### config.mk
export PLATFORM = sky130hd
export DESIGN_NAME = chglk_regs
export DESIGN_NICKNAME = d
export VERILOG_FILES = /design/src/design/chglk_pkg.sv /design/src/design/chglk_ovc_timer.sv /design/src/design/chglk_regs.sv
export SDC_FILE = /design/constraint.sdc
export NUM_CORES = 1
export LEC_CHECK = 0
export BUFFER_PORTS_ARGS = -buffer_cell sky130_fd_sc_hd__clkbuf_2
export CAP_MARGIN = 40
export CORE_MARGIN = 1
export CORE_UTILIZATION = 55
export CTS_CLUSTER_SIZE = 16
export DETAILED_ROUTE_END_ITERATION = 8
export PLACE_DENSITY_LB_ADDON = 0.2
export SLEW_MARGIN = 20
export SYNTH_ARGS = -nofsm -noshare
export SYNTH_HDL_FRONTEND = slang
export SYNTH_SLANG_ARGS = --single-unit
### constraint.sdc
create_clock -name clk_sys -period 5.39 [get_ports clk_sys]
set_input_delay 1.078 -clock clk_sys [delete_from_list [all_inputs] [get_ports clk_sys]]
set_output_delay 1.078 -clock clk_sys [all_outputs]
set_load 0.03 [all_outputs]
### src/design/chglk_pkg.sv
// ****************************************************************
// Constants shared by the charger configuration register bank.
// ****************************************************************
package chglk_pkg;
    localparam logic [7:0] CHGLK_ADDR_CTRL_LOCK = 8'hBD;
    localparam logic [7:0] CHGLK_ADDR_THERM_SW = 8'hBE;
    localparam logic [7:0] CHGLK_RST_CTRL_LOCK = 8'h80;
    localparam logic [7:0] CHGLK_RST_THERM_SW = 8'h30;
    localparam int CHGLK_WDCLR_LSB = 0;
    localparam int CHGLK_KEY_LSB = 2;
    localparam int CHGLK_OTG_GUARD_BIT = 4;
    localparam int CHGLK_OTG_DUTY_BIT = 5;
    localparam int CHGLK_THM_BIT = 6;
    localparam int CHGLK_LAMP_BIT = 7;
    localparam int CHGLK_KEEP_SW_BIT = 2;
    localparam int CHGLK_SETPT_LSB = 3;
    localparam int CHGLK_WD_SW_BIT = 7;
    localparam logic [1:0] CHGLK_WDCLR_CODE = 2'h1;
    localparam logic [1:0] CHGLK_KEY_OPEN = 2'h3;
    localparam logic [7:0] CHGLK_THERM_SW_RSVD_MASK = 8'hFC;
    localparam logic [3:0] CHGLK_SETPT_MAX_CODE = 4'h9;
    localparam logic [7:0] CHGLK_SETPT_BASE_C = 8'h55;
    localparam logic [7:0] CHGLK_SETPT_STEP_C = 8'h05;
    localparam logic signed [7:0] CHGLK_BATT_HOT_C = 8'sh3C;
    localparam logic signed [7:0] CHGLK_BATT_COLD_C = 8'sh00;
    localparam int CHGLK_CLK_MHZ = 100;
    localparam int CHGLK_OVC_TIME_MS = 6;
    localparam int CHGLK_OVC_CYCLES = CHGLK_OVC_TIME_MS * 1000 * CHGLK_CLK_MHZ;
endpackage

### src/design/chglk_ovc_timer.sv
`timescale 1ns/100ps
`default_nettype none
// ****************************************************************
// Persistence timer for battery overcurrent.
// ****************************************************************
module chglk_ovc_timer
    import chglk_pkg::*;
#(
    parameter int CYCLES = CHGLK_OVC_CYCLES
) (
    // Clock, reset and enable.
    input wire logic clk_sys,
    input wire logic rst_n,
    input wire logic ce,
    // Overcurrent condition and its persistence result.
    input wire logic over,
    output logic persisted
);
    localparam int W = $clog2(CYCLES + 1);
    logic [W-1:0] count;
    logic [W-1:0] next_count;
    logic next_persisted;

    always_comb begin
        next_count = count;
        next_persisted = 1'b0;
        if (!over) begin
            next_count = '0;
        end else if (count < W'(CYCLES)) begin
            next_count = count + W'(1);
        end
        if (over && (next_count == W'(CYCLES))) begin
            next_persisted = 1'b1;
        end
    end

    always_ff @(posedge clk_sys) begin
        if (!rst_n) begin
            count <= '0;
            persisted <= 1'b0;
        end else if (ce) begin
            count <= next_count;
            persisted <= next_persisted;
        end
    end
endmodule
`default_nettype wire

### src/design/chglk_regs.sv
`timescale 1ns/100ps
`default_nettype none
module chglk_regs
    import chglk_pkg::*;
#(
    parameter int OVC_CYCLES = CHGLK_OVC_CYCLES
) (
    // Clock, reset and enable.
    input wire logic clk_sys,
    input wire logic rst_n,
    input wire logic ce,
    // Register access port.
    input wire logic reg_wr,
    input wire logic reg_rd,
    input wire logic [7:0] reg_addr,
    input wire logic [7:0] reg_wdata,
    output logic [7:0] reg_rdata,
    // Measured conditions from the charger.
    input wire logic watchdog_expired,
    input wire logic batt_overcurrent,
    input wire logic signed [7:0] batt_temp_c,
    input wire logic [7:0] junction_temp_c,
    // Control and status outputs.
    output logic watchdog_restart,
    output logic guarded_write_open,
    output logic otg_overload_guard_on,
    output logic otg_fault_retry_duty,
    output logic thermistor_charge_halt,
    output logic status_lamp_on,
    output logic battery_disconnect_switch_open,
    output logic charge_current_foldback,
    output logic thermal_regulation_flag,
    output logic charger_disable,
    output logic buck_disable
);
    // ****************************************************************
    // Helper functions.
    // ****************************************************************
    function automatic logic [7:0] setpoint_c(input logic [3:0] code);
        logic [3:0] c;
        c = (code > CHGLK_SETPT_MAX_CODE) ? CHGLK_SETPT_MAX_CODE : code;
        setpoint_c = CHGLK_SETPT_BASE_C + 8'(CHGLK_SETPT_STEP_C * {4'h0, c});
    endfunction

    // ****************************************************************
    // Register state.
    // ****************************************************************
    logic [7:0] ctrl_lock;
    logic [7:0] therm_sw;
    logic [7:0] next_ctrl_lock;
    logic [7:0] next_therm_sw;
    logic [7:0] next_reg_rdata;
    logic next_watchdog_restart;
    logic unlocked;
    logic wr_ctrl;
    logic wr_therm;

    assign unlocked = (ctrl_lock[CHGLK_KEY_LSB +: 2] == CHGLK_KEY_OPEN);
    assign wr_ctrl = reg_wr && (reg_addr == CHGLK_ADDR_CTRL_LOCK);
    assign wr_therm = reg_wr && (reg_addr == CHGLK_ADDR_THERM_SW);

    always_comb begin
        next_ctrl_lock = ctrl_lock;
        next_therm_sw = therm_sw;
        next_reg_rdata = reg_rdata;
        next_watchdog_restart = 1'b0;
        if (wr_ctrl) begin
            next_ctrl_lock = reg_wdata;
            next_watchdog_restart = (reg_wdata[CHGLK_WDCLR_LSB +: 2] == CHGLK_WDCLR_CODE);
        end
        // A locked write falls through here unchanged and flags nothing.
        if (wr_therm && unlocked) begin
            next_therm_sw = reg_wdata;
        end
        if (reg_rd) begin
            if (reg_addr == CHGLK_ADDR_CTRL_LOCK) begin
                next_reg_rdata = ctrl_lock;
            end else if (reg_addr == CHGLK_ADDR_THERM_SW) begin
                next_reg_rdata = therm_sw;
            end else begin
                next_reg_rdata = 8'h00;
            end
        end
    end

    always_ff @(posedge clk_sys) begin
        if (!rst_n) begin
            ctrl_lock <= CHGLK_RST_CTRL_LOCK;
            therm_sw <= CHGLK_RST_THERM_SW;
            reg_rdata <= 8'h00;
            watchdog_restart <= 1'b0;
        end else if (ce) begin
            ctrl_lock <= next_ctrl_lock;
            therm_sw <= next_therm_sw;
            reg_rdata <= next_reg_rdata;
            watchdog_restart <= next_watchdog_restart;
        end
    end

    // ****************************************************************
    // Overcurrent persistence.
    // ****************************************************************
    logic ovc_persisted;

    chglk_ovc_timer #(
        .CYCLES(OVC_CYCLES)
    ) u_ovc_timer (
        .clk_sys(clk_sys),
        .rst_n(rst_n),
        .ce(ce),
        .over(batt_overcurrent),
        .persisted(ovc_persisted)
    );

    // ****************************************************************
    // Charger control outputs.
    // ****************************************************************
    logic next_guarded_write_open;
    logic next_otg_guard;
    logic next_otg_duty;
    logic next_thm_halt;
    logic next_lamp;
    logic next_sw_open;
    logic next_foldback;
    logic next_thermal_regulation_flag;
    logic next_chg_dis;
    logic next_buck_dis;
    logic wd_full_off;

    assign wd_full_off = watchdog_expired && therm_sw[CHGLK_WD_SW_BIT];

    always_comb begin
        next_guarded_write_open = unlocked;
        next_otg_guard = ctrl_lock[CHGLK_OTG_GUARD_BIT];
        next_otg_duty = ctrl_lock[CHGLK_OTG_DUTY_BIT];
        next_thm_halt = ctrl_lock[CHGLK_THM_BIT]
            && ((batt_temp_c > CHGLK_BATT_HOT_C) || (batt_temp_c < CHGLK_BATT_COLD_C));
        next_lamp = ctrl_lock[CHGLK_LAMP_BIT];
        next_sw_open = (ovc_persisted && !therm_sw[CHGLK_KEEP_SW_BIT]) || wd_full_off;
        next_thermal_regulation_flag = junction_temp_c > setpoint_c(therm_sw[CHGLK_SETPT_LSB +: 4]);
        next_foldback = next_thermal_regulation_flag;
        next_chg_dis = watchdog_expired || next_thm_halt;
        next_buck_dis = wd_full_off;
    end

    always_ff @(posedge clk_sys) begin
        if (!rst_n) begin
            guarded_write_open <= 1'b0;
            otg_overload_guard_on <= 1'b0;
            otg_fault_retry_duty <= 1'b0;
            thermistor_charge_halt <= 1'b0;
            status_lamp_on <= CHGLK_RST_CTRL_LOCK[CHGLK_LAMP_BIT];
            battery_disconnect_switch_open <= 1'b0;
            charge_current_foldback <= 1'b0;
            thermal_regulation_flag <= 1'b0;
            charger_disable <= 1'b0;
            buck_disable <= 1'b0;
        end else if (ce) begin
            guarded_write_open <= next_guarded_write_open;
            otg_overload_guard_on <= next_otg_guard;
            otg_fault_retry_duty <= next_otg_duty;
            thermistor_charge_halt <= next_thm_halt;
            status_lamp_on <= next_lamp;
            battery_disconnect_switch_open <= next_sw_open;
            charge_current_foldback <= next_foldback;
            thermal_regulation_flag <= next_thermal_regulation_flag;
            charger_disable <= next_chg_dis;
            buck_disable <= next_buck_dis;
        end
    end
endmodule
`default_nettype wire
== Word level (Yosys, flattened, before mapping) ==
Cells that the tools add are included.

* Flip-flop bits (word level): 55
* Output and inout port bits: 19
* Input bits: 39
* Logic and storage cells: 49

* Equality and inequality tests: 5
* Mux-type cells: 7
* Order comparisons: 5
* $add $sub $neg: 2
* Multiply operators: 1
* Reductions and logical operators: 14

{| class="wikitable"
|+ Operators by type and width
! operator !! count
|-
| 20-bit two-way mux || 2
|-
| 20-bit by 1-bit adder with 20-bit output, second input constant || 1
|-
| 20-bit == test, second input constant || 1
|-
| 20-bit < comparator, second input constant || 1
|-
| 8-bit == test, second input constant || 2
|-
| 8-bit two-way mux || 2
|-
| 7-bit by 7-bit adder with 8-bit output, first input constant || 1
|-
| 8-bit by 7-bit > comparator with 1-bit output, second input constant || 1
|-
| 8-bit > comparator || 1
|-
| 8-bit by 1-bit < comparator with 1-bit output, second input constant || 1
|-
| 1-bit logical AND || 7
|-
| 3-bit by 4-bit multiplier with 7-bit output, first input constant || 1
|-
| 2-bit AND reduction || 3
|-
| 4-bit > comparator, second input constant || 1
|-
| 4-bit two-way mux || 1
|-
| 1-bit logical OR || 3
|-
| 2-bit by 1-bit == test with 1-bit output, second input constant || 1
|-
| 2-bit == test, second input constant || 1
|-
| 1-bit two-way mux || 2
|-
| 1-bit logical NOT || 1
|}

== Depth between registers and ports, before layout ==
Gate-level depths: netlist of the first run.

* Depth in word-level cells: 6
* Mapped depth: 14
* Gate-level depth less buffers: 14

== Hierarchy ==
A second synthesis of the first run with hierarchy kept.

* Cells, all modules: 421
* Area, all modules: 3,468.3 µm²

{| class="wikitable"
|+ By module, submodules not included
! module !! area an instance (µm²) !! cells each !! instances
|-
| chglk_regs || 1,924.3 || 218 || 1
|-
| chglk_ovc_timer || 1,544.0 || 203 || 1
|}

== Least setup slack after synthesis of the first run ==
OpenSTA, ideal clock, no wires.

* Path kind: in2reg
* Start: in reg_addr[6]
* End: reg therm_sw[4]
* Required time: 5.260 ns
* Path buffers: 0
* Arrival: 2.571 ns
* Stages: 6
* Path slack: 2.690 ns
* Cell sequence: nand4b_1 > nor4b_2 > inv_1 > nor2_2 > mux2i_1 > nand2_1

* Longest elaborated chain between the ends: 4

{| class="wikitable"
|+ RTL lines
! item !! RTL line !! source
|-
| start, declared || chglk_regs.sv:15 || <nowiki>input wire logic [7:0] reg_addr,</nowiki>
|-
| 8-bit == test || chglk_regs.sv:60 || <nowiki>assign wr_therm = reg_wr && (reg_addr == CHGLK_ADDR_THERM_SW);</nowiki>
|-
| 1-bit logical AND || chglk_regs.sv:60 ||
|-
| 1-bit logical AND || chglk_regs.sv:72 || <nowiki>if (wr_therm && unlocked) begin</nowiki>
|-
| 2-bit AND reduction (no source line) || -- ||
|-
| end signal, assigned || chglk_regs.sv:94 || <nowiki>therm_sw <= next_therm_sw;</nowiki>
|-
| end, declared || chglk_regs.sv:49 || <nowiki>logic [7:0] therm_sw;</nowiki>
|}

No other way between the ends.
A chain may end at the register's enable or synchronous reset.

== Worst setup path after layout of the first run ==
* Start: reg therm_sw[4]
* End: reg thermal_regulation_flag

* Longest elaborated chain between the ends: 5

{| class="wikitable"
|+ RTL lines
! item !! RTL line !! source
|-
| 4-bit > comparator || chglk_regs.sv:41 || <nowiki>c = (code > CHGLK_SETPT_MAX_CODE) ? CHGLK_SETPT_MAX_CODE : code;</nowiki>
|-
| 4-bit two-way mux (*) || chglk_regs.sv:41 ||
|-
| 3-bit by 4-bit multiplier with 7-bit output (*) || chglk_regs.sv:42 || <nowiki>setpoint_c = CHGLK_SETPT_BASE_C + 8'(CHGLK_SETPT_STEP_C * {4'h0, c});</nowiki>
|-
| 7-bit by 7-bit adder with 8-bit output (*) || chglk_regs.sv:42 ||
|-
| 8-bit > comparator (*) || chglk_regs.sv:140 || <nowiki>next_thermal_regulation_flag = junction_temp_c > setpoint_c(therm_sw[CHGLK_SETPT_LSB +: 4]);</nowiki>
|-
| end signal, assigned || chglk_regs.sv:166 || <nowiki>thermal_regulation_flag <= next_thermal_regulation_flag;</nowiki>
|-
| end, declared || chglk_regs.sv:32 || <nowiki>output logic thermal_regulation_flag,</nowiki>
|}

Every way passes the cells marked *; elsewhere a longest branch is shown, timed or not.

==> flow_summary.html, run 1 <==
<table>
<tr><th>Metric</th><th>Value</th></tr>
<tr><th colspan="2">Clock tree</th></tr>
<tr><td>Cts repair resizes</td><td>0</td></tr>
<tr><td>Max H-tree Level</td><td>2</td></tr>
<tr><td>Clock slew at the register clock pins of the worst setup and hold paths</td><td>~0.11 ns</td></tr>
<tr><td>Insertion delay to the later sink of the worst-skew pair</td><td>0.32 ns</td></tr>
<tr><td>Number of post-CTS setup repair buffers</td><td>0</td></tr>
<tr><td>Number of buffers inserted by hold repair at cts</td><td>0</td></tr>
<tr><td>Clk sink count</td><td>55</td></tr>
<tr><td>Master cell of the clock root buffer</td><td>sky130_fd_sc_hd__clkbuf_8</td></tr>
<tr><td>CTS tree</td><td>done</td></tr>
<tr><td>Total clock buffers created by CTS</td><td>5</td></tr>
<tr><td>Bufs on Longest Clock Path</td><td>2</td></tr>
<tr><th colspan="2">Setup path</th></tr>
<tr><td>Crit Reg-Reg Endpoint</td><td>thermal_regulation_flag</td></tr>
<tr><td>Max Fanout on Critical Path</td><td>5</td></tr>
<tr><td>Launch point of the worst reg-to-reg path</td><td>therm_sw[4]</td></tr>
<tr><td>Minimum setup slack among reg-to-reg paths</td><td>~2.5 ns</td></tr>
<tr><td>Data required time of the worst path</td><td>approximately 5.6 ns</td></tr>
<tr><td>Critical path launch point type</td><td>flip-flop</td></tr>
<tr><td>CP endpoint kind</td><td>flip-flop</td></tr>
<tr><td>Depth of the worst register-to-register path</td><td>12</td></tr>
<tr><td>Arr. time, crit path</td><td>3.13 ns</td></tr>
<tr><td>Worst setup startpoint</td><td>therm_sw[4]</td></tr>
<tr><td>Type of the setup path with the least slack</td><td>flip-flop to flip-flop</td></tr>
<tr><td>Capture point of the worst path</td><td>thermal_regulation_flag</td></tr>
<tr><th colspan="2">Synthesis</th></tr>
<tr><td>Gate count after technology mapping</td><td>404</td></tr>
<tr><td>Share of the synthesized area in compound gates (AO/OA/AOI/OAI)</td><td>22.9%</td></tr>
<tr><td>Most used flip-flop cell after synthesis</td><td>sky130_fd_sc_hd__dfxtp_1</td></tr>
<tr><td>Simple-Gate Fraction of Synth Area</td><td>roughly 25%</td></tr>
<tr><td>Sequential share of the synthesized area</td><td>33.8%</td></tr>
<tr><td>Largest family of logic cells by synthesized area</td><td>simple AND/OR/NAND/NOR gates</td></tr>
<tr><td>Mux cell area share after synthesis</td><td>under 10%</td></tr>
<tr><td>Synth Register Bits</td><td>55</td></tr>
<tr><td>Adder-cell area share of the yosys netlist</td><td>6.53%</td></tr>
<tr><td>Synthesized netlist net count</td><td>460</td></tr>
<tr><td>Post-Syn Area per Cell</td><td>8.06 sq um</td></tr>
<tr><td>Summed instance area of the synthesized netlist</td><td>around 0.0033 sq mm</td></tr>
<tr><td>Asr flop ratio synth</td><td>0%</td></tr>
<tr><td>Number of flops mapped to enable cells by yosys</td><td>0</td></tr>
<tr><td>Total number of yosys warnings</td><td>0</td></tr>
<tr><td>XOR/XNOR Fraction of Synth Area</td><td>around 3%</td></tr>
<tr><td>Number of distinct library cell variants in the gate-level netlist after synthesis</td><td>62</td></tr>
<tr><th colspan="2">Floorplan</th></tr>
<tr><td>Top-level I/O count</td><td>between 50 and 60</td></tr>
<tr><td># rows</td><td>27</td></tr>
<tr><td>Die boundary width</td><td>79.0 microns</td></tr>
<tr><td>Area of the placeable core</td><td>0.00561 sq mm</td></tr>
<tr><td>Die Height</td><td>79.0 microns</td></tr>
<tr><td>Total die area</td><td>about 0.0062 sq mm</td></tr>
<tr><td>Effective utilization at floorplan</td><td>58.1%</td></tr>
<tr><th colspan="2">Global route</th></tr>
<tr><td>Pin count of the biggest net entering global routing</td><td>36</td></tr>
<tr><td>Antenna violations before repair</td><td>0</td></tr>
<tr><td>Aggregate global routing overflow</td><td>0</td></tr>
<tr><td>Overall routing resource usage</td><td>25.3%</td></tr>
<tr><td>Global-route wire length before repair</td><td>12600 microns</td></tr>
<tr><td>Via count of the first global-routing pass</td><td>2882</td></tr>
<tr><th colspan="2">Final layout</th></tr>
<tr><td>Most common library cell in the layout ignoring fill and taps</td><td>sky130_fd_sc_hd__clkbuf_2</td></tr>
<tr><td>Layout cells sized above 1</td><td>18.8%</td></tr>
<tr><td>Number of nets in the finished design</td><td>501</td></tr>
<tr><td>Area delta synth-&gt;final</td><td>11.4%</td></tr>
<tr><td>Commonest non-fill, non-tap cells in the layout</td><td>57 x sky130_fd_sc_hd__clkbuf_2, 55 x sky130_fd_sc_hd__dfxtp_1, 52 x sky130_fd_sc_hd__nand2_1, 35 x sky130_fd_sc_hd__nor2_1, 33 x sky130_fd_sc_hd__a21oi_1</td></tr>
<tr><td>Filler cells</td><td>508</td></tr>
<tr><td>Number of cells in the finished layout apart from fillers</td><td>518</td></tr>
<tr><td>Number of diodes</td><td>0</td></tr>
<tr><td>Final Util</td><td>64.7%</td></tr>
<tr><th colspan="2">Power and ir drop</th></tr>
<tr><td>Switching Share</td><td>approximately 27%</td></tr>
<tr><td>Share of power burned in the clock network</td><td>32.3%</td></tr>
<tr><td>Reg power frac</td><td>56.3%</td></tr>
<tr><td>Power per standard cell area</td><td>204 mW/mm^2</td></tr>
<tr><td>NetSw</td><td>202 uW</td></tr>
<tr><td>Leakage power summed over all cells</td><td>approximately 0.0014 uW</td></tr>
<tr><td>Combinational cell fraction of total power</td><td>11.4%</td></tr>
<tr><td>Peak ir drop on the vdd network</td><td>around 160 uV</td></tr>
<tr><td>Cell Int Power</td><td>539 uW</td></tr>
<tr><th colspan="2">Placed design</th></tr>
<tr><td>Final GP Congestion</td><td>0.937</td></tr>
<tr><td>HPWL after detailed placement</td><td>approximately 5500 microns</td></tr>
<tr><td>Placed Cells</td><td>510</td></tr>
<tr><td>Port Buf Inserts</td><td>57</td></tr>
<tr><th colspan="2">Drt</th></tr>
<tr><td>DRC violation total after the first TritonRoute iteration</td><td>162</td></tr>
<tr><td>Via-per-instance ratio</td><td>5.97</td></tr>
<tr><td>Drt pass-1 iters</td><td>4</td></tr>
<tr><td>Via total after detailed routing</td><td>around 3100</td></tr>
<tr><td>Final routed wirelength across all metal layers</td><td>7430 microns</td></tr>
<tr><td>Average wire length per cell after detail routing</td><td>14.3 microns</td></tr>
<tr><td>Antenna viol nets, final</td><td>0</td></tr>
<tr><td>Number of remaining DRC errors</td><td>0</td></tr>
<tr><th colspan="2">Min path</th></tr>
<tr><td>Worst hold start</td><td>ctrl_lock[1]</td></tr>
<tr><td>Tightest Hold Check Type</td><td>flip-flop to flip-flop</td></tr>
<tr><th colspan="2">STA</th></tr>
<tr><td>Actual transition at the worst max-transition pin</td><td>0.851 ns</td></tr>
<tr><td>Final min period</td><td>2.92 ns</td></tr>
<tr><td>Max Transition Viols Final</td><td>0</td></tr>
<tr><td>Max Clock Freq</td><td>~340 MHz</td></tr>
<tr><td>Final hold violation count</td><td>0</td></tr>
<tr><td>Final setup vio count</td><td>0</td></tr>
<tr><td>Clk_skew</td><td>0.0115 ns</td></tr>
<tr><td>Setup repair after global routing missed its margin</td><td>no</td></tr>
<tr><td>Total Negative Setup Slacks</td><td>0 ns</td></tr>
<tr><td>Fin crit share</td><td>54.1%</td></tr>
<tr><td>Slew headroom</td><td>42.8%</td></tr>
<tr><th colspan="2">Run status</th></tr>
<tr><td>Result of the run</td><td>complete, no violations</td></tr>
<tr><th colspan="2">Run</th></tr>
<tr><td>Max-cap violations</td><td>0</td></tr>
</table>
==> power groups by stage <==
stage               Combinational (uW)  Sequential [uW]  Clock [uW]
finish                            84.5              417         240
global route                      93.4              418         265
CTS                               84.7              417         250
detailed placement                84.2              426           0
global placement                  81.9              426           0
floorplan                         44.0              436           0
==> metrics by stage <==
stage          total power (uW)  setup WS [ns]  hold slack (ns)  area (sq um)
6_report                    741           2.47            0.471          3630
5_1_grt                     777           2.27            0.495          3630
4_1_cts                     751           2.48            0.475          3630
3_5_place_dp                510           2.29            0.459          3530
3_3_place_gp                508           2.37            0.455          3530
2_1_floorplan               480           2.69            0.436          3260
==> worst max-delay path, stage by stage, from the launching register on <==
cell	delay (ns)
sky130_fd_sc_hd__dfxtp_1	0.37
sky130_fd_sc_hd__or2_2	0.31
sky130_fd_sc_hd__ha_1	0.31
sky130_fd_sc_hd__ha_1	0.35
sky130_fd_sc_hd__a31oi_1	0.27
sky130_fd_sc_hd__nor2b_1	0.08
sky130_fd_sc_hd__o21ai_0	0.20
sky130_fd_sc_hd__nand2b_1	0.09
sky130_fd_sc_hd__ha_1	0.30
sky130_fd_sc_hd__nand4_1	0.10
sky130_fd_sc_hd__nor2_1	0.12
sky130_fd_sc_hd__a211oi_1	0.09
sky130_fd_sc_hd__a32o_1	0.23
==> final cells by class <==
| type | instances | area, sq um | share of cell area [%] |
|---|---|---|---|
| multi-input cells | 307 | 1980 | 54.6 |
| flip-flops and latches | 55 | 1100 | 30.3 |
| repair buffers | 58 | 293 | 8.07 |
| well taps | 72 | 90.1 | 2.48 |
| clock buffers | 5 | 68.8 | 1.90 |
| inverters | 18 | 67.6 | 1.86 |
| clock inverters | 3 | 27.5 | 0.759 |
==> cells in the mapped netlist (all sizes together) (3+ instances only) <==
| cell type | count | area share [%] |
|---|---|---|
| a21oi | 34 | 5.3 |
| a31oi | 4 | 0.77 |
| nor4 | 6 | 1.8 |
| buf | 4 | 0.96 |
| o2111ai | 3 | 0.81 |
| dfxtp | 55 | 34 |
| nand2b | 6 | 1.2 |
| inv | 18 | 2.1 |
| and3 | 5 | 0.96 |
| a211oi | 10 | 2.3 |
| o21a | 5 | 1.2 |
| nor3 | 11 | 1.7 |
| nor2b | 4 | 0.77 |
| xnor2 | 7 | 1.9 |
| a2111oi | 4 | 1.8 |
| nor2 | 36 | 4.2 |
| a21boi | 4 | 0.92 |
| nand3 | 11 | 1.7 |
| o21ai | 15 | 2.3 |
| nand2 | 52 | 6.0 |
| nand4 | 11 | 2.3 |
| ha | 17 | 6.5 |
| mux2i | 11 | 3.4 |
| o211ai | 5 | 1.2 |
| and4 | 3 | 0.85 |
| nand4b | 3 | 0.81 |
| a22oi | 9 | 2.1 |
| and2 | 3 | 0.61 |
| xor2 | 4 | 1.1 |
| clkbuf | 20 | 2.3 |
==> flip-flops by register name, summed over array words and instances (netlist names) <==
name and flops:
therm_sw 8, otg_fault_retry_duty 1, watchdog_restart 1, charger_disable 1, otg_overload_guard_on 1, reg_rdata 8
status_lamp_on 1, battery_disconnect_switch_open 1, thermal_regulation_flag 1, u_ovc_timer.count 20, u_ovc_timer.persisted 1, ctrl_lock 8
thermistor_charge_halt 1, guarded_write_open 1, buck_disable 1
==> worst min-delay path by stage <==
stage	to	slack, ns	cells after the start
5_1_grt	guarded_write_open	0.49	2
4_1_cts	ctrl_lock[0]	0.47	2
2_1_floorplan	ctrl_lock[0]	0.44	2
6_report	ctrl_lock[1]	0.47	2
3_5_place_dp	ctrl_lock[0]	0.46	2
3_3_place_gp	ctrl_lock[1]	0.45	2
==> cells by family after synthesis <==
group | after synthesis
other cells | 1
simple gates | 159
buf+inv | 42
flops | 55
compound gates | 108
mux | 11
fa+ha+maj | 17
xor+xnor | 11
==> metal layers <==
layer / up-vias / share of wire [%] / track usage (%)
met5: - / 0 / 0
met4: 0 / 1.6 / 10.2
met3: 13 / 4.5 / 4.25
met2: 102 / 49 / 45.5
met1: 1425 / 45 / 29.8
li1: 1553 / - / -
No activity file was read; power rests on OpenSTA's default activity.
==> run 2, diff against run 1 <==
Settings changed: CORE_UTILIZATION 55 to 51.
Clock period 5.39 ns to 2.65 ns, I/O delays scaled along.
==> run 2 against run 1 <==
  * The run now ends with setup timing left
  * Sequential power grew 100%
  * Critical path depth did not move
  * Combinational power is 120% higher
  * Total power grew 110%
  * Final area grew 6.2%
  * Cell count rose by 3.3%
  * Maximum frequency increased by 9.8%
  * Global-route usage is 0.32 points higher
  * Highest routed layer unchanged
==> flow_summary.html, run 2 (synthesized netlist as in run 1, its figures left out) <==
<table>
<tr><th>Metric</th><th>Value</th></tr>
<tr><th colspan="2">Final layout</th></tr>
<tr><td>Register ranked first by flip-flop count</td><td>u_ovc_timer.count</td></tr>
<tr><td>Number of diodes</td><td>0 (unchanged)</td></tr>
<tr><td>Commonest non-fill, non-tap cells in the layout</td><td>57 x sky130_fd_sc_hd__clkbuf_2, 53 x sky130_fd_sc_hd__dfxtp_1, 52 x sky130_fd_sc_hd__nand2_1, 35 x sky130_fd_sc_hd__nor2_1, 31 x sky130_fd_sc_hd__a21oi_1</td></tr>
<tr><td>Largest register FFs</td><td>20 (unchanged)</td></tr>
<tr><td>Final instance area</td><td>0.00385 sq mm (+6.2%)</td></tr>
<tr><td>Number of nets in the finished design</td><td>515 (+2.8%)</td></tr>
<tr><td>Area delta synth-&gt;final</td><td>18.3%</td></tr>
<tr><td>Most common library cell in the layout ignoring fill and taps</td><td>sky130_fd_sc_hd__clkbuf_2</td></tr>
<tr><td>Layout cells sized above 1</td><td>24.3% (+5.5 points)</td></tr>
<tr><th colspan="2">Placed design</th></tr>
<tr><td>Cell Area, Placed</td><td>0.00363 sq mm (+2.7%)</td></tr>
<tr><td>HPWL after detailed placement</td><td>5860 microns (+5.6%)</td></tr>
<tr><td>Final GP Congestion</td><td>0.944 (+0.72%)</td></tr>
<tr><td>Port Buf Inserts</td><td>57 (unchanged)</td></tr>
<tr><th colspan="2">Global route</th></tr>
<tr><td>Antenna violations before repair</td><td>0 (unchanged)</td></tr>
<tr><td>Overall routing resource usage</td><td>25.6% (+0.32 points)</td></tr>
<tr><td>Pin count of the biggest net entering global routing</td><td>32 (-11%)</td></tr>
<tr><td>Global-route wire length before repair</td><td>13200 microns (+4.8%)</td></tr>
<tr><td>Aggregate global routing overflow</td><td>0 (unchanged)</td></tr>
<tr><td>Via count of the first global-routing pass</td><td>2873 (-0.31%)</td></tr>
<tr><th colspan="2">Setup path</th></tr>
<tr><td>Type of the setup path with the least slack</td><td>flip-flop to flip-flop</td></tr>
<tr><td>Crit Reg-Reg Endpoint</td><td>thermal_regulation_flag</td></tr>
<tr><td>Data required time of the worst path</td><td>2.87 ns (-2.73 ns)</td></tr>
<tr><td>Launch point of the worst reg-to-reg path</td><td>therm_sw[4]</td></tr>
<tr><td>Worst setup startpoint</td><td>therm_sw[4]</td></tr>
<tr><td>Minimum setup slack among reg-to-reg paths</td><td>-0.004 ns (-2.48 ns)</td></tr>
<tr><td>CP endpoint kind</td><td>flip-flop</td></tr>
<tr><td>Arr. time, crit path</td><td>2.87 ns (-0.26 ns)</td></tr>
<tr><td>Depth of the worst register-to-register path</td><td>12 (unchanged)</td></tr>
<tr><td>Critical path launch point type</td><td>flip-flop</td></tr>
<tr><td>Max Fanout on Critical Path</td><td>4 (-1)</td></tr>
<tr><td>Capture point of the worst path</td><td>thermal_regulation_flag</td></tr>
<tr><th colspan="2">Floorplan</th></tr>
<tr><td>Top-level I/O count</td><td>58 (unchanged)</td></tr>
<tr><td>Effective utilization at floorplan</td><td>54.0% (-4.0 points)</td></tr>
<tr><td>Die boundary width</td><td>81.9 microns (+3.7%)</td></tr>
<tr><td>Die Height</td><td>81.9 microns (+3.7%)</td></tr>
<tr><td># rows</td><td>28 (+3.7%)</td></tr>
<tr><td>Total die area</td><td>0.00671 sq mm (+7.6%)</td></tr>
<tr><td>Area of the placeable core</td><td>0.00603 sq mm (+7.5%)</td></tr>
<tr><th colspan="2">Run status</th></tr>
<tr><td>Violated checks</td><td>setup timing</td></tr>
<tr><td>Result of the run</td><td>finished, violations left</td></tr>
<tr><th colspan="2">Clock tree</th></tr>
<tr><td>Total clock buffers created by CTS</td><td>5 (unchanged)</td></tr>
<tr><td>Master cell of the clock root buffer</td><td>sky130_fd_sc_hd__clkbuf_8</td></tr>
<tr><td>Number of buffers inserted by hold repair at cts</td><td>0 (unchanged)</td></tr>
<tr><td>Clk sink count</td><td>55 (unchanged)</td></tr>
<tr><td>Insertion delay to the later sink of the worst-skew pair</td><td>0.31 ns (about the same)</td></tr>
<tr><td>Max H-tree Level</td><td>2 (unchanged)</td></tr>
<tr><td>CTS tree</td><td>done</td></tr>
<tr><td>Bufs on Longest Clock Path</td><td>2 (unchanged)</td></tr>
<tr><td>Clock slew at the register clock pins of the worst setup and hold paths</td><td>0.11 ns (about the same)</td></tr>
<tr><th colspan="2">Drt</th></tr>
<tr><td>Antenna viol nets, final</td><td>0 (unchanged)</td></tr>
<tr><td>Via-per-instance ratio</td><td>5.89 (-1.4%)</td></tr>
<tr><td>Drt pass-1 iters</td><td>4 (unchanged)</td></tr>
<tr><td>DRC violation total after the first TritonRoute iteration</td><td>142 (-12%)</td></tr>
<tr><td>Via total after detailed routing</td><td>3151 (+1.9%)</td></tr>
<tr><td>Number of remaining DRC errors</td><td>0 (unchanged)</td></tr>
<tr><td>Average wire length per cell after detail routing</td><td>15.5 microns (+8.0%)</td></tr>
<tr><td>Final routed wirelength across all metal layers</td><td>8290 microns (+12%)</td></tr>
<tr><th colspan="2">STA</th></tr>
<tr><td>Max Clock Freq</td><td>377 MHz (+9.8%)</td></tr>
<tr><td>Final min period</td><td>2.65 ns (-0.261 ns)</td></tr>
<tr><td>Fin crit share</td><td>100% (+46 points)</td></tr>
<tr><td>Slew headroom</td><td>56.6% (+14 points)</td></tr>
<tr><td>Final setup vio count</td><td>1 (+1)</td></tr>
<tr><td>Final worst setup slack</td><td>-0.00430 ns (-2.48 ns)</td></tr>
<tr><td>Final hold violation count</td><td>0 (unchanged)</td></tr>
<tr><td>Max Transition Viols Final</td><td>0 (unchanged)</td></tr>
<tr><td>Clk_skew</td><td>0.00614 ns (-0.00539 ns)</td></tr>
<tr><td>Actual transition at the worst max-transition pin</td><td>0.646 ns (-0.205 ns)</td></tr>
<tr><th colspan="2">Power and ir drop</th></tr>
<tr><td>Share of power burned in the clock network</td><td>32.5% (+0.2 points)</td></tr>
<tr><td>Post-layout power</td><td>1530 uW (+110%)</td></tr>
<tr><td>Switching Share</td><td>27.8% (+0.57 points)</td></tr>
<tr><td>Combinational cell fraction of total power</td><td>12.0% (+0.6 points)</td></tr>
<tr><td>Reg power frac</td><td>55.6% (-0.7 points)</td></tr>
<tr><td>Leakage power summed over all cells</td><td>0.00147 uW (+5.3%)</td></tr>
<tr><td>Cell Int Power</td><td>1100 uW (+100%)</td></tr>
<tr><td>NetSw</td><td>425 uW (+110%)</td></tr>
<tr><td>Peak ir drop on the vdd network</td><td>289 uV (+78%)</td></tr>
<tr><td>Power per standard cell area</td><td>396 mW/mm^2 (+94%)</td></tr>
<tr><th colspan="2">Run</th></tr>
<tr><td>Max-cap violations</td><td>0 (unchanged)</td></tr>
<tr><th colspan="2">Min path</th></tr>
<tr><td>Tightest Hold Check Type</td><td>primary input to flip-flop</td></tr>
</table>
==> run 2: worst min path at each step <==
| stage | startpoint | endpoint | cells past startpoint |
|---|---|---|---|
| final | reg_wdata[1] | ctrl_lock[1] | 3 |
| after global routing | reg_wdata[3] | ctrl_lock[3] | 3 |
| after CTS | reg_wdata[3] | ctrl_lock[3] | 3 |
| after detailed placement | ctrl_lock[1] | ctrl_lock[1] | 2 |
| after global placement | ctrl_lock[1] | ctrl_lock[1] | 2 |
| after floorplan | ctrl_lock[0] | ctrl_lock[0] | 2 |
==> run 2: metrics by stage <==
stage | setup TNS, ns | utilization, % | hold WS (ns) | cells | setup WS [ns]
2_1_floorplan | 0 | - | 0.436 | 404 | 0.102
3_3_place_gp | -0.000733 | 60.2 | 0.443 | 525 | -0.000733
3_5_place_dp | -0.121 | 60.2 | 0.446 | 525 | -0.121
4_1_cts | 0 | 62.3 | 0.435 | 534 | 0.0263
5_1_grt | -0.138 | 63.9 | 0.450 | 535 | -0.138
6_report | -0.00430 | 63.9 | 0.448 | 535 | -0.00430
==> run 2: power groups by stage <==
stage | clock (uW) | sequential (uW) | combinational (uW)
after floorplan | 0 | 887 | 89.5
after global placement | 0 | 867 | 172
after detailed placement | 0 | 867 | 176
after CTS | 510 | 848 | 177
after global routing | 543 | 851 | 203
final | 496 | 848 | 183
==> run 2: per-layer routing <==
metal	wire length (microns)	GRT usage, %	part of all wire [%]	up-vias
met5	0	0	0	-
met4	107	7.02	1.3	0
met3	417	3.89	5.0	10
met2	4130	46.8	50	87
met1	3640	30.8	44	1474
li1	-	-	-	1580
==> run 2: worst max-delay path, stage by stage, from the launching register on <==
cell                       delay, ns
sky130_fd_sc_hd__dfxtp_2        0.35
sky130_fd_sc_hd__o21ai_1        0.18
sky130_fd_sc_hd__nand2b_1       0.18
sky130_fd_sc_hd__ha_4           0.29
sky130_fd_sc_hd__ha_4           0.27
sky130_fd_sc_hd__a21o_1         0.20
sky130_fd_sc_hd__a21oi_2        0.15
sky130_fd_sc_hd__xor2_1         0.09
sky130_fd_sc_hd__ha_1           0.31
sky130_fd_sc_hd__nand4_1        0.11
sky130_fd_sc_hd__nor2_1         0.13
sky130_fd_sc_hd__a211oi_1       0.07
sky130_fd_sc_hd__a32o_1         0.23
==> run 2: repair_timing <==
| item | 4_1_cts | 5_1_grt |
|---|---|---|
| setup buffers | 1 | 1 |
| pin swaps | 1 | 11 |
| setup endpoints to repair | 1 | 1 |
| resized for setup | 3 | 18 |
==> run 2: area by class of cell <==
| class | instances | area, sq um |
|---|---|---|
| multi-input combinational | 307 | 2090 |
| timing repair buffer | 72 | 398 |
| sequential | 55 | 1100 |
| inverter | 18 | 67.6 |
| clock buffer | 5 | 68.8 |
| tap | 75 | 93.8 |
| clock inverter | 3 | 27.5 |
| fill | 551 | 2170 |
